File: src/adf_map.svh
// Register map, field layout and timing constants of the filter control.
// Assumes a 200 MHz system clock and a 32-bit plain register port.
// Notes on behaviour
// A filter register write resets all converters; 60 us more per enabled one.
// Bit 15 turns on system chopping; averaging zero gives one third rate.
// With a nonzero averaging factor chopping adds three ticks to the period.
// With chopping on, the filter settles in two output periods.
// Software enables chopping only with a decimation factor above one.
// Bit 14 turns on a two-result running average, forced on while chopping.
// Running average alone keeps the rate but adds one settling period.
// Bits 13 to 8 hold the six-bit averaging factor of the post filter.
// No chop, averaging on: rate is 512000 / ((dec+1) * 64 * (avg+3)).
// Bit 7 adds a second notch at 1.333 times the first notch.
// Bits 6 to 0 hold the decimation factor; rate 512000 / ((dec+1) * 64).
// Decimation code 126 forces 60 Hz, code 127 forces 50 Hz.
// Chopping on: rate is 512000 / ((dec+1) * 64 * (avg+3) + 3).
// Settling periods: 3 plain, 1 averaging, 4 running, 2 both or chopped.
// Software keeps legal pairs of decimation and averaging factors.
// Lowest rate is 4 Hz in normal power and 1 Hz in low power.
// With all three converters on, software sets decimation factor one or more.
// Low-power modes run the filter from the 131 kHz oscillator instead.
// Software raises the decimation factor before it uses averaging.
// A register write clears all integrator and averaging state.
`ifndef ADF_MAP_SVH
`define ADF_MAP_SVH

`define ADF_FLT_ADDR 32'hffff0518
`define ADF_STAT_ADDR 32'hffff0580
`define ADF_FLT_RESET 16'h0007

`define ADF_CHOP_BIT 15
`define ADF_RAVG_BIT 14
`define ADF_AF_MSB 13
`define ADF_AF_LSB 8
`define ADF_NOTCH_BIT 7
`define ADF_SF_MSB 6
`define ADF_SF_LSB 0

`define ADF_ST_STARTING_BIT 0
`define ADF_ST_SETTLING_BIT 1
`define ADF_ST_RUNNING_BIT 2
`define ADF_ST_CHOP_BIT 3
`define ADF_ST_SETTLE_LSB 4
`define ADF_ST_SETTLE_MSB 6

`define ADF_CLK_HZ 200000000
`define ADF_CLK_PERIOD_NS 5
`define ADF_MOD_HZ 512000
`define ADF_LP_HZ 131000
`define ADF_START_US 60

`define ADF_SF_60HZ 7'h7e
`define ADF_SF_50HZ 7'h7f
`define ADF_TICKS_60HZ 21'h002155
`define ADF_TICKS_50HZ 21'h002800
`define ADF_SINC_OSR 21'h000040
`define ADF_AF_OFFSET 21'h000003
`define ADF_CHOP_EXTRA 21'h000003
`define ADF_MAX_PERIOD_TICKS 21'h01f400

`define ADF_SETTLE_PLAIN 3'h3
`define ADF_SETTLE_AVG 3'h1
`define ADF_SETTLE_RAVG 3'h4
`define ADF_SETTLE_BOTH 3'h2
`define ADF_SETTLE_CHOP 3'h2

`endif

File: src/adf_pkg.sv
// Types shared by the filter control and its tick generator.
// Assumes adf_map.svh supplies all numeric constants.
`default_nettype none
package adf_pkg;
	typedef enum {ADF_ST_LOAD, ADF_ST_START, ADF_ST_SETTLE, ADF_ST_RUN} adf_state_t;
	typedef logic [20:0] adf_ticks_t;
	typedef logic [2:0] adf_settle_t;
endpackage
`default_nettype wire

File: src/adf_tick_gen.sv
// Modulator-rate enable generator: a phase accumulator on the system clock.
// Assumes low_power_in comes from logic on the same clock.
`timescale 1ns/1ps
`default_nettype none
`include "adf_map.svh"
module adf_tick_gen (
	input wire logic clk_in,
	input wire logic rst_in,
	input wire logic low_power_in,
	output logic tick_out
);
	import adf_pkg::*;

	// Fractional step keeps the mean rate exact; jitter is one system cycle
	localparam logic [31:0] STEP_NORMAL =
		32'((64'(`ADF_MOD_HZ) << 32) / 64'(`ADF_CLK_HZ));
	localparam logic [31:0] STEP_LOW =
		32'((64'(`ADF_LP_HZ) << 32) / 64'(`ADF_CLK_HZ));

	logic [31:0] acc_q;
	logic [31:0] acc_d;
	logic tick_q;
	logic tick_d;
	logic [32:0] sum;

	always_comb begin
		sum = {1'b0, acc_q} +
			{1'b0, (low_power_in ? STEP_LOW : STEP_NORMAL)};
		acc_d = sum[31:0];
		tick_d = sum[32];
	end

	always_ff @(posedge clk_in or posedge rst_in) begin
		if (rst_in) begin
			acc_q <= 32'h0;
			tick_q <= 1'b0;
		end else begin
			acc_q <= acc_d;
			tick_q <= tick_d;
		end
	end

	assign tick_out = tick_q;
endmodule // adf_tick_gen
`default_nettype wire

File: src/adf_filter_ctrl.sv
// Decimation filter control: filter register, output period timing,
// start-up delay after a register write and settling before valid results.
// Assumes the sinc3 datapath sits outside and follows the strobes given here;
// adc_en_in and low_power_in come from registers on the same clock.
`timescale 1ns/1ps
`default_nettype none
`include "adf_map.svh"
module adf_filter_ctrl #(
	parameter int unsigned START_CYCLES =
		(`ADF_START_US * 1000 + `ADF_CLK_PERIOD_NS - 1) / `ADF_CLK_PERIOD_NS
) (
	input wire logic clk_in,
	input wire logic rst_in,
	input wire logic [31:0] addr_in,
	input wire logic [31:0] wdata_in,
	input wire logic wr_in,
	input wire logic rd_in,
	output logic [31:0] rdata_out,
	input wire logic [2:0] adc_en_in,
	input wire logic low_power_in,
	output logic conv_reset_out,
	output logic filter_clear_out,
	output logic mod_tick_out,
	output logic result_valid_out,
	output logic chop_phase_out,
	output logic run_avg_out,
	output logic second_notch_out,
	output logic [6:0] decim_factor_out,
	output logic [5:0] avg_factor_out,
	output adf_pkg::adf_ticks_t period_ticks_out
);
	import adf_pkg::*;

	// Output period in modulator ticks for a register value
	function automatic adf_ticks_t calc_period(input logic [15:0] f);
		logic [6:0] sf;
		logic [5:0] af;
		logic chop;
		adf_ticks_t mult;
		adf_ticks_t t;
		sf = f[`ADF_SF_MSB:`ADF_SF_LSB];
		af = f[`ADF_AF_MSB:`ADF_AF_LSB];
		chop = f[`ADF_CHOP_BIT];
		// Chopping with averaging at zero still multiplies by three
		if (af != 6'h0 || chop) begin
			mult = 21'({15'h0, af}) + `ADF_AF_OFFSET;
		end else begin
			mult = 21'h1;
		end
		t = 21'(21'({14'h0, sf}) + 21'h1) * `ADF_SINC_OSR * mult;
		if (chop) begin
			t = t + `ADF_CHOP_EXTRA;
		end
		if (sf == `ADF_SF_60HZ) begin
			t = `ADF_TICKS_60HZ;
		end else if (sf == `ADF_SF_50HZ) begin
			t = `ADF_TICKS_50HZ;
		end
		// Illegal factor pairs could run slower than the datapath allows
		if (t > `ADF_MAX_PERIOD_TICKS) begin
			t = `ADF_MAX_PERIOD_TICKS;
		end
		return t;
	endfunction

	// Output periods up to and including the first valid result
	function automatic adf_settle_t calc_settle(input logic [15:0] f);
		logic af_on;
		logic ra;
		adf_settle_t s;
		af_on = f[`ADF_AF_MSB:`ADF_AF_LSB] != 6'h0;
		ra = f[`ADF_RAVG_BIT];
		if (f[`ADF_CHOP_BIT]) begin
			s = `ADF_SETTLE_CHOP;
		end else if (ra && af_on) begin
			s = `ADF_SETTLE_BOTH;
		end else if (ra) begin
			s = `ADF_SETTLE_RAVG;
		end else if (af_on) begin
			s = `ADF_SETTLE_AVG;
		end else begin
			s = `ADF_SETTLE_PLAIN;
		end
		return s;
	endfunction

	logic mod_tick;

	adf_tick_gen u_tick (
		.clk_in(clk_in),
		.rst_in(rst_in),
		.low_power_in(low_power_in),
		.tick_out(mod_tick)
	);

	// Register group
	logic [15:0] flt_q;
	logic [15:0] flt_d;
	logic [31:0] rdata_q;
	logic [31:0] rdata_d;
	logic wr_flt;
	logic [31:0] status;

	// Control group
	adf_state_t state_q;
	adf_state_t state_d;
	logic [31:0] start_cnt_q;
	logic [31:0] start_cnt_d;
	logic [1:0] adc_left_q;
	logic [1:0] adc_left_d;
	adf_ticks_t tick_cnt_q;
	adf_ticks_t tick_cnt_d;
	adf_ticks_t period_q;
	adf_ticks_t period_d;
	adf_settle_t settle_q;
	adf_settle_t settle_d;
	logic chop_phase_q;
	logic chop_phase_d;
	logic valid_q;
	logic valid_d;
	logic conv_reset_q;
	logic conv_reset_d;
	logic clear_q;
	logic clear_d;
	logic ravg_q;
	logic ravg_d;
	logic notch_q;
	logic notch_d;
	logic period_end;

	always_comb begin
		wr_flt = wr_in && (addr_in == `ADF_FLT_ADDR);
		flt_d = wr_flt ? wdata_in[15:0] : flt_q;
		status = 32'h0;
		status[`ADF_ST_STARTING_BIT] = (state_q == ADF_ST_LOAD) ||
			(state_q == ADF_ST_START);
		status[`ADF_ST_SETTLING_BIT] = (state_q == ADF_ST_SETTLE);
		status[`ADF_ST_RUNNING_BIT] = (state_q == ADF_ST_RUN);
		status[`ADF_ST_CHOP_BIT] = chop_phase_q;
		status[`ADF_ST_SETTLE_MSB:`ADF_ST_SETTLE_LSB] = settle_q;
		rdata_d = 32'h0;
		if (rd_in) begin
			case (addr_in)
				`ADF_FLT_ADDR: begin
					rdata_d = {16'h0, flt_q};
				end
				`ADF_STAT_ADDR: begin
					rdata_d = status;
				end
				default: begin
					rdata_d = 32'h0;
				end
			endcase
		end
	end

	always_ff @(posedge clk_in or posedge rst_in) begin
		if (rst_in) begin
			flt_q <= `ADF_FLT_RESET;
			rdata_q <= 32'h0;
		end else begin
			flt_q <= flt_d;
			rdata_q <= rdata_d;
		end
	end

	always_comb begin
		state_d = state_q;
		start_cnt_d = start_cnt_q;
		adc_left_d = adc_left_q;
		tick_cnt_d = tick_cnt_q;
		settle_d = settle_q;
		chop_phase_d = chop_phase_q;
		valid_d = 1'b0;
		conv_reset_d = 1'b0;
		clear_d = 1'b0;
		period_d = calc_period(flt_q);
		ravg_d = flt_q[`ADF_RAVG_BIT] | flt_q[`ADF_CHOP_BIT];
		notch_d = flt_q[`ADF_NOTCH_BIT];
		period_end = mod_tick && (tick_cnt_q >= period_q - 21'h1);
		if (wr_flt) begin
			// Any write restarts everything, even with an unchanged value
			state_d = ADF_ST_LOAD;
			conv_reset_d = 1'b1;
			clear_d = 1'b1;
			start_cnt_d = 32'h0;
			tick_cnt_d = 21'h0;
			chop_phase_d = 1'b0;
		end else begin
			case (state_q)
				ADF_ST_LOAD: begin
					adc_left_d = 2'({1'b0, adc_en_in[0]} + {1'b0, adc_en_in[1]} +
						{1'b0, adc_en_in[2]});
					start_cnt_d = 32'h0;
					state_d = ADF_ST_START;
				end
				ADF_ST_START: begin
					if (adc_left_q == 2'h0) begin
						// Without an enabled converter there is nothing to time
						if (|adc_en_in) begin
							state_d = ADF_ST_SETTLE;
							settle_d = calc_settle(flt_q);
							tick_cnt_d = 21'h0;
						end
					end else if (start_cnt_q == 32'(START_CYCLES - 1)) begin
						start_cnt_d = 32'h0;
						adc_left_d = adc_left_q - 2'h1;
					end else begin
						start_cnt_d = start_cnt_q + 32'h1;
					end
				end
				ADF_ST_SETTLE, ADF_ST_RUN: begin
					if (mod_tick) begin
						tick_cnt_d = period_end ? 21'h0 : tick_cnt_q + 21'h1;
					end
					if (period_end) begin
						if (flt_q[`ADF_CHOP_BIT]) begin
							chop_phase_d = ~chop_phase_q;
						end
						if (state_q == ADF_ST_RUN) begin
							valid_d = 1'b1;
						end else if (settle_q <= 3'h1) begin
							state_d = ADF_ST_RUN;
							settle_d = 3'h0;
							valid_d = 1'b1;
						end else begin
							settle_d = settle_q - 3'h1;
						end
					end
				end
				default: begin
					state_d = ADF_ST_LOAD;
				end
			endcase
		end
	end

	always_ff @(posedge clk_in or posedge rst_in) begin
		if (rst_in) begin
			state_q <= ADF_ST_LOAD;
			start_cnt_q <= 32'h0;
			adc_left_q <= 2'h0;
			tick_cnt_q <= 21'h0;
			period_q <= 21'h0;
			settle_q <= 3'h0;
			chop_phase_q <= 1'b0;
			valid_q <= 1'b0;
			conv_reset_q <= 1'b0;
			clear_q <= 1'b0;
			ravg_q <= 1'b0;
			notch_q <= 1'b0;
		end else begin
			state_q <= state_d;
			start_cnt_q <= start_cnt_d;
			adc_left_q <= adc_left_d;
			tick_cnt_q <= tick_cnt_d;
			period_q <= period_d;
			settle_q <= settle_d;
			chop_phase_q <= chop_phase_d;
			valid_q <= valid_d;
			conv_reset_q <= conv_reset_d;
			clear_q <= clear_d;
			ravg_q <= ravg_d;
			notch_q <= notch_d;
		end
	end

	assign rdata_out = rdata_q;
	assign conv_reset_out = conv_reset_q;
	assign filter_clear_out = clear_q;
	assign mod_tick_out = mod_tick;
	assign result_valid_out = valid_q;
	assign chop_phase_out = chop_phase_q;
	assign run_avg_out = ravg_q;
	assign second_notch_out = notch_q;
	assign decim_factor_out = flt_q[`ADF_SF_MSB:`ADF_SF_LSB];
	assign avg_factor_out = flt_q[`ADF_AF_MSB:`ADF_AF_LSB];
	assign period_ticks_out = period_q;
endmodule // adf_filter_ctrl
`default_nettype wire

File: config.mk
export PLATFORM = sky130hd
export DESIGN_NAME = adf_filter_ctrl
export DESIGN_NICKNAME = d
export VERILOG_FILES = /design/src/adf_pkg.sv /design/src/adf_tick_gen.sv /design/src/adf_filter_ctrl.sv
export VERILOG_INCLUDE_DIRS = /design/src
export SDC_FILE = /design/constraint.sdc
export NUM_CORES = 1
export LEC_CHECK = 0
export ABC_AREA = 1
export BUFFER_PORTS_ARGS = -buffer_cell sky130_fd_sc_hd__buf_2
export CAP_MARGIN = 15
export CORE_ASPECT_RATIO = 1.75
export CORE_MARGIN = 2
export CORE_UTILIZATION = 54
export DETAILED_ROUTE_END_ITERATION = 8
export PLACE_DENSITY = 0.84
export SYNTH_ARGS = -nofsm -noshare
export SYNTH_HDL_FRONTEND = slang
export SYNTH_SLANG_ARGS = --single-unit
File: constraint.sdc
create_clock -name clk_in -period 5.35 [get_ports clk_in]
set_input_delay 0.535 -clock clk_in [delete_from_list [all_inputs] [get_ports clk_in]]
set_output_delay 0.535 -clock clk_in [all_outputs]
set_load 0.02 [all_outputs]
==> out/metrics.csv <==
stage,metric,value,unit
status,status,completed,
placed_design,dp_hpwl,23.19,mm
clock_tree,clockRootBuffer,clkbuf_16,
synthesis,synth_area,0.01175,mm2
drt,viasPerCell,5.324,
critical_path,reg2reg_depth,28,
timing,min_period_over_period,95.82,%
die,io_pins,145,
clock_tree,ctsHoldBuffers,0,
synthesis,synth_flop_cell,dfrtp_1,
global_route,grt.total_usage,27.15,%
placed_design,io_buffers,110,
finish,instances_no_fill,2066,
critical_path,worstPathBufferInverterCount,6,
clock_tree,clk_pin_slew,0.07,ns
timing,maxSlewViolCount,0,
synthesis,syn_inst,1643,
die,start_util,54.89,%
placed_design,gp_congestion,0.9446,
global_route,overflow,0,
synthesis,yosysSeqAreaShare,31.54,%
die,row_count,71,
die,dieWidth,115.5,um
critical_path,critPathTopFamily,adder cells,
timing,fmax,195.1,MHz
power_and_ir_drop,power.leakage,7.014,nW
hold_path,holdPathEnd,flt_q[11],
clock_tree,clock_latency,0.44,ns
critical_path,critPathMaxStageDelay,0.57,ns
placed_design,placed_cells,2029,
timing,worst_pin_slew,1.027,ns
finish,final_cell_area,0.01330,mm2
clock_tree,clk_path_buf_depth,2,
synthesis,synth_edf_count,0,
hold_path,holdCritStartpoint,wdata_in[11],
critical_path,r2r-start,flt_q[0],
drt,drt-pass1-iter-count,5,
synthesis,ys_warn_count,0,
clock_tree,cts_buffers,17,
global_route,antenna_found_initial,1,
global_route,grt_first_pass_wirelength,49.56,mm
power_and_ir_drop,powerDensity,292.0,mW/mm2
clock_tree,cts_tree,yes,
drt,wl_per_cell,14.56,um
timing,period_minus_slack,5.126,ns
critical_path,r2r_end,period_ticks_out[16],
finish,drive_above_1_share,14.15,%
synthesis,synth_cell_type_count,49,
critical_path,crit_slowest_cell,dfstp_2,
drt,drcViolationCount,0,
critical_path,criticalPathCategory,reg2reg,
run,drv_cap,0,
global_route,grt_max_degree,114,
timing,slew_headroom,31.55,%
finish,syn_to_final_growth,13.20,%
global_route,grt_pass1_vias,11080,
synthesis,ys_ff_latch,148,
critical_path,critPathCaptureType,flip-flop,
drt,drt_iter0_drc,650,
critical_path,cp-start-kind,flip-flop,
timing,finalSetupViolations,0,
critical_path,critical_path_required,5.67,ns
placed_design,place_area,0.01249,mm2
hold_path,holdPathStages,3,
timing,clock_skew,0.008584,ns
finish,antennaDiodeCount,0,
synthesis,synthArstFlopShare,100.0,%
clock_tree,htreeDepth,4,
clock_tree,clkSinkCount,148,
die,die_h,199.2,um
synthesis,avgSynthCellArea,7.153,um2
die,die-area,0.02301,mm2
hold_path,hp-class,in2reg,
power_and_ir_drop,max-vdd-ir-drop,0.0002411,V
finish,nets,1943,
drt,wl,30.09,mm
critical_path,reg2reg_slack,0.22,ns
drt,vias,11000,
critical_path,cp.arrival,5.45,ns
drt,postRouteAntennaNets,0,
critical_path,cp_max_fo,8,
die,core_area,0.02141,mm2
timing,hold_viol,0,
## power by group
group          switching [W]  total [W]  internal, W
logic               0.000822    0.00123     0.000410
clock network       0.000548    0.00121     0.000662
registers           0.000152    0.00144      0.00129
total                0.00152    0.00389      0.00236
## registers in the layout, indices dropped and copies added, names as in the netlist, 2 cells and up
name              cells
start_cnt_q          32
u_tick.acc_q         32
tick_cnt_q           21
period_ticks_out     18
flt_q                16
rdata_out            16
settle_q              3
adc_left_q            2
state_q               2
## layer usage
| metal | vias up | GRT usage, % | part of all wire, % |
|---|---|---|---|
| met2 | 345 | 49.95 | 53 |
| met5 | - | 0 | 0 |
| li1 | 5398 | - | - |
| met4 | 0 | 16.15 | 5.0 |
| met1 | 5152 | 28.23 | 37 |
| met3 | 104 | 4.641 | 5.0 |
## worst min-delay path: stages
cell and delay (ns):
buf_2 0.07, nand2_1 0.04, o21ai_0 0.06
## layout make-up
class,instances,area [um2]
flip-flops and latches,148,3707
clock inverters,15,157.7
clock buffers,17,425.4
inverters,251,952.2
repair buffers,133,723.2
well taps,292,365.4
multi-input cells,1210,6973
fillers,1856,8105
## placed cells by master, fill, tap and decap left out, types with 4 or more instances in the layout
master and instances:
a21oi_1 37, nor2_2 19, o21bai_1 5, nor2_1 237, nand3_1 106, xnor2_1 13, xor2_1 56, clkbuf_16 17
o21ai_1 6, conb_1 22, buf_4 23, ha_1 73, inv_8 4, o21ai_0 67, o22ai_1 5, fa_1 31
inv_1 233, nand2_1 373, inv_6 8, inv_2 14, nand2_2 17, nor3_1 36, nand3b_1 7, nor4_1 10
nor2_4 5, ha_4 5, buf_2 110, nand4_1 39, dfrtp_1 145, a21o_1 6, nand3_2 4
## worst max path at each step
| stage | from | to | slack, ns | cells past startpoint |
|---|---|---|---|---|
| CTS | flt_q[9] | period_ticks_out[16] | 0.04 | 29 |
| finish | flt_q[0] | period_ticks_out[16] | 0.22 | 28 |
| global placement | flt_q[9] | period_ticks_out[16] | 0.06 | 27 |
| detailed placement | flt_q[9] | period_ticks_out[16] | -0.05 | 27 |
| floorplan | flt_q[0] | period_ticks_out[10] | 0.33 | 26 |
| global route | flt_q[0] | period_ticks_out[16] | -0.10 | 28 |
## cells in the mapped netlist (5+ instances only)
master,number,area [um2]
nor4_1,10,62.56
o21ai_0,68,340.3
nand3b_1,7,52.55
o21ai_1,6,30.03
nor2_1,251,942.2
inv_1,242,908.4
a21o_1,6,45.04
nand2_2,9,56.30
buf_6,5,56.30
a21oi_1,38,190.2
xnor2_1,13,113.9
xor2_1,57,499.2
nor3_1,37,185.2
buf_4,36,270.3
nand4_1,39,244.0
inv_2,6,22.52
nand2_1,383,1438
clkbuf_1,9,33.78
dfrtp_1,145,3628
o21bai_1,5,37.54
nor2_2,9,56.30
o22ai_1,5,31.28
fa_1,31,620.6
nand3_1,108,540.5
ha_1,79,988.5
## what timing repair did
item	in CTS	in global routing
setup buffers	0	5
gates resized for setup	4	51
pin swaps	1	16
setup endpoints to repair	10	13
## kinds of logic after synthesis
kind of cell             synth area share, %
AND/OR/NAND/NOR                        31.24
AO/OA/AOI/OAI                          6.856
XOR/XNOR                               5.217
buffers and inverters                  11.42
flip-flops                             31.54
adder cells (fa/ha/maj)                13.69
other                                0.03191
## metrics by stage
stage                     hold slack (ns)  power, W  util, %  setup TNS [ns]  worst slack [ns]
after global routing               0.3004  0.004138    62.14         -0.7079           -0.1007
after floorplan                    0.3537  0.002406        -               0            0.3337
after detailed placement           0.3782  0.002670    58.35         -0.2442          -0.05013
after CTS                          0.2907  0.003884    61.15               0           0.03623
final                              0.2949  0.003885    62.14               0            0.2238
after global placement             0.3613  0.002623    58.35               0           0.06134
No activity file was read; power rests on OpenSTA's default activity.
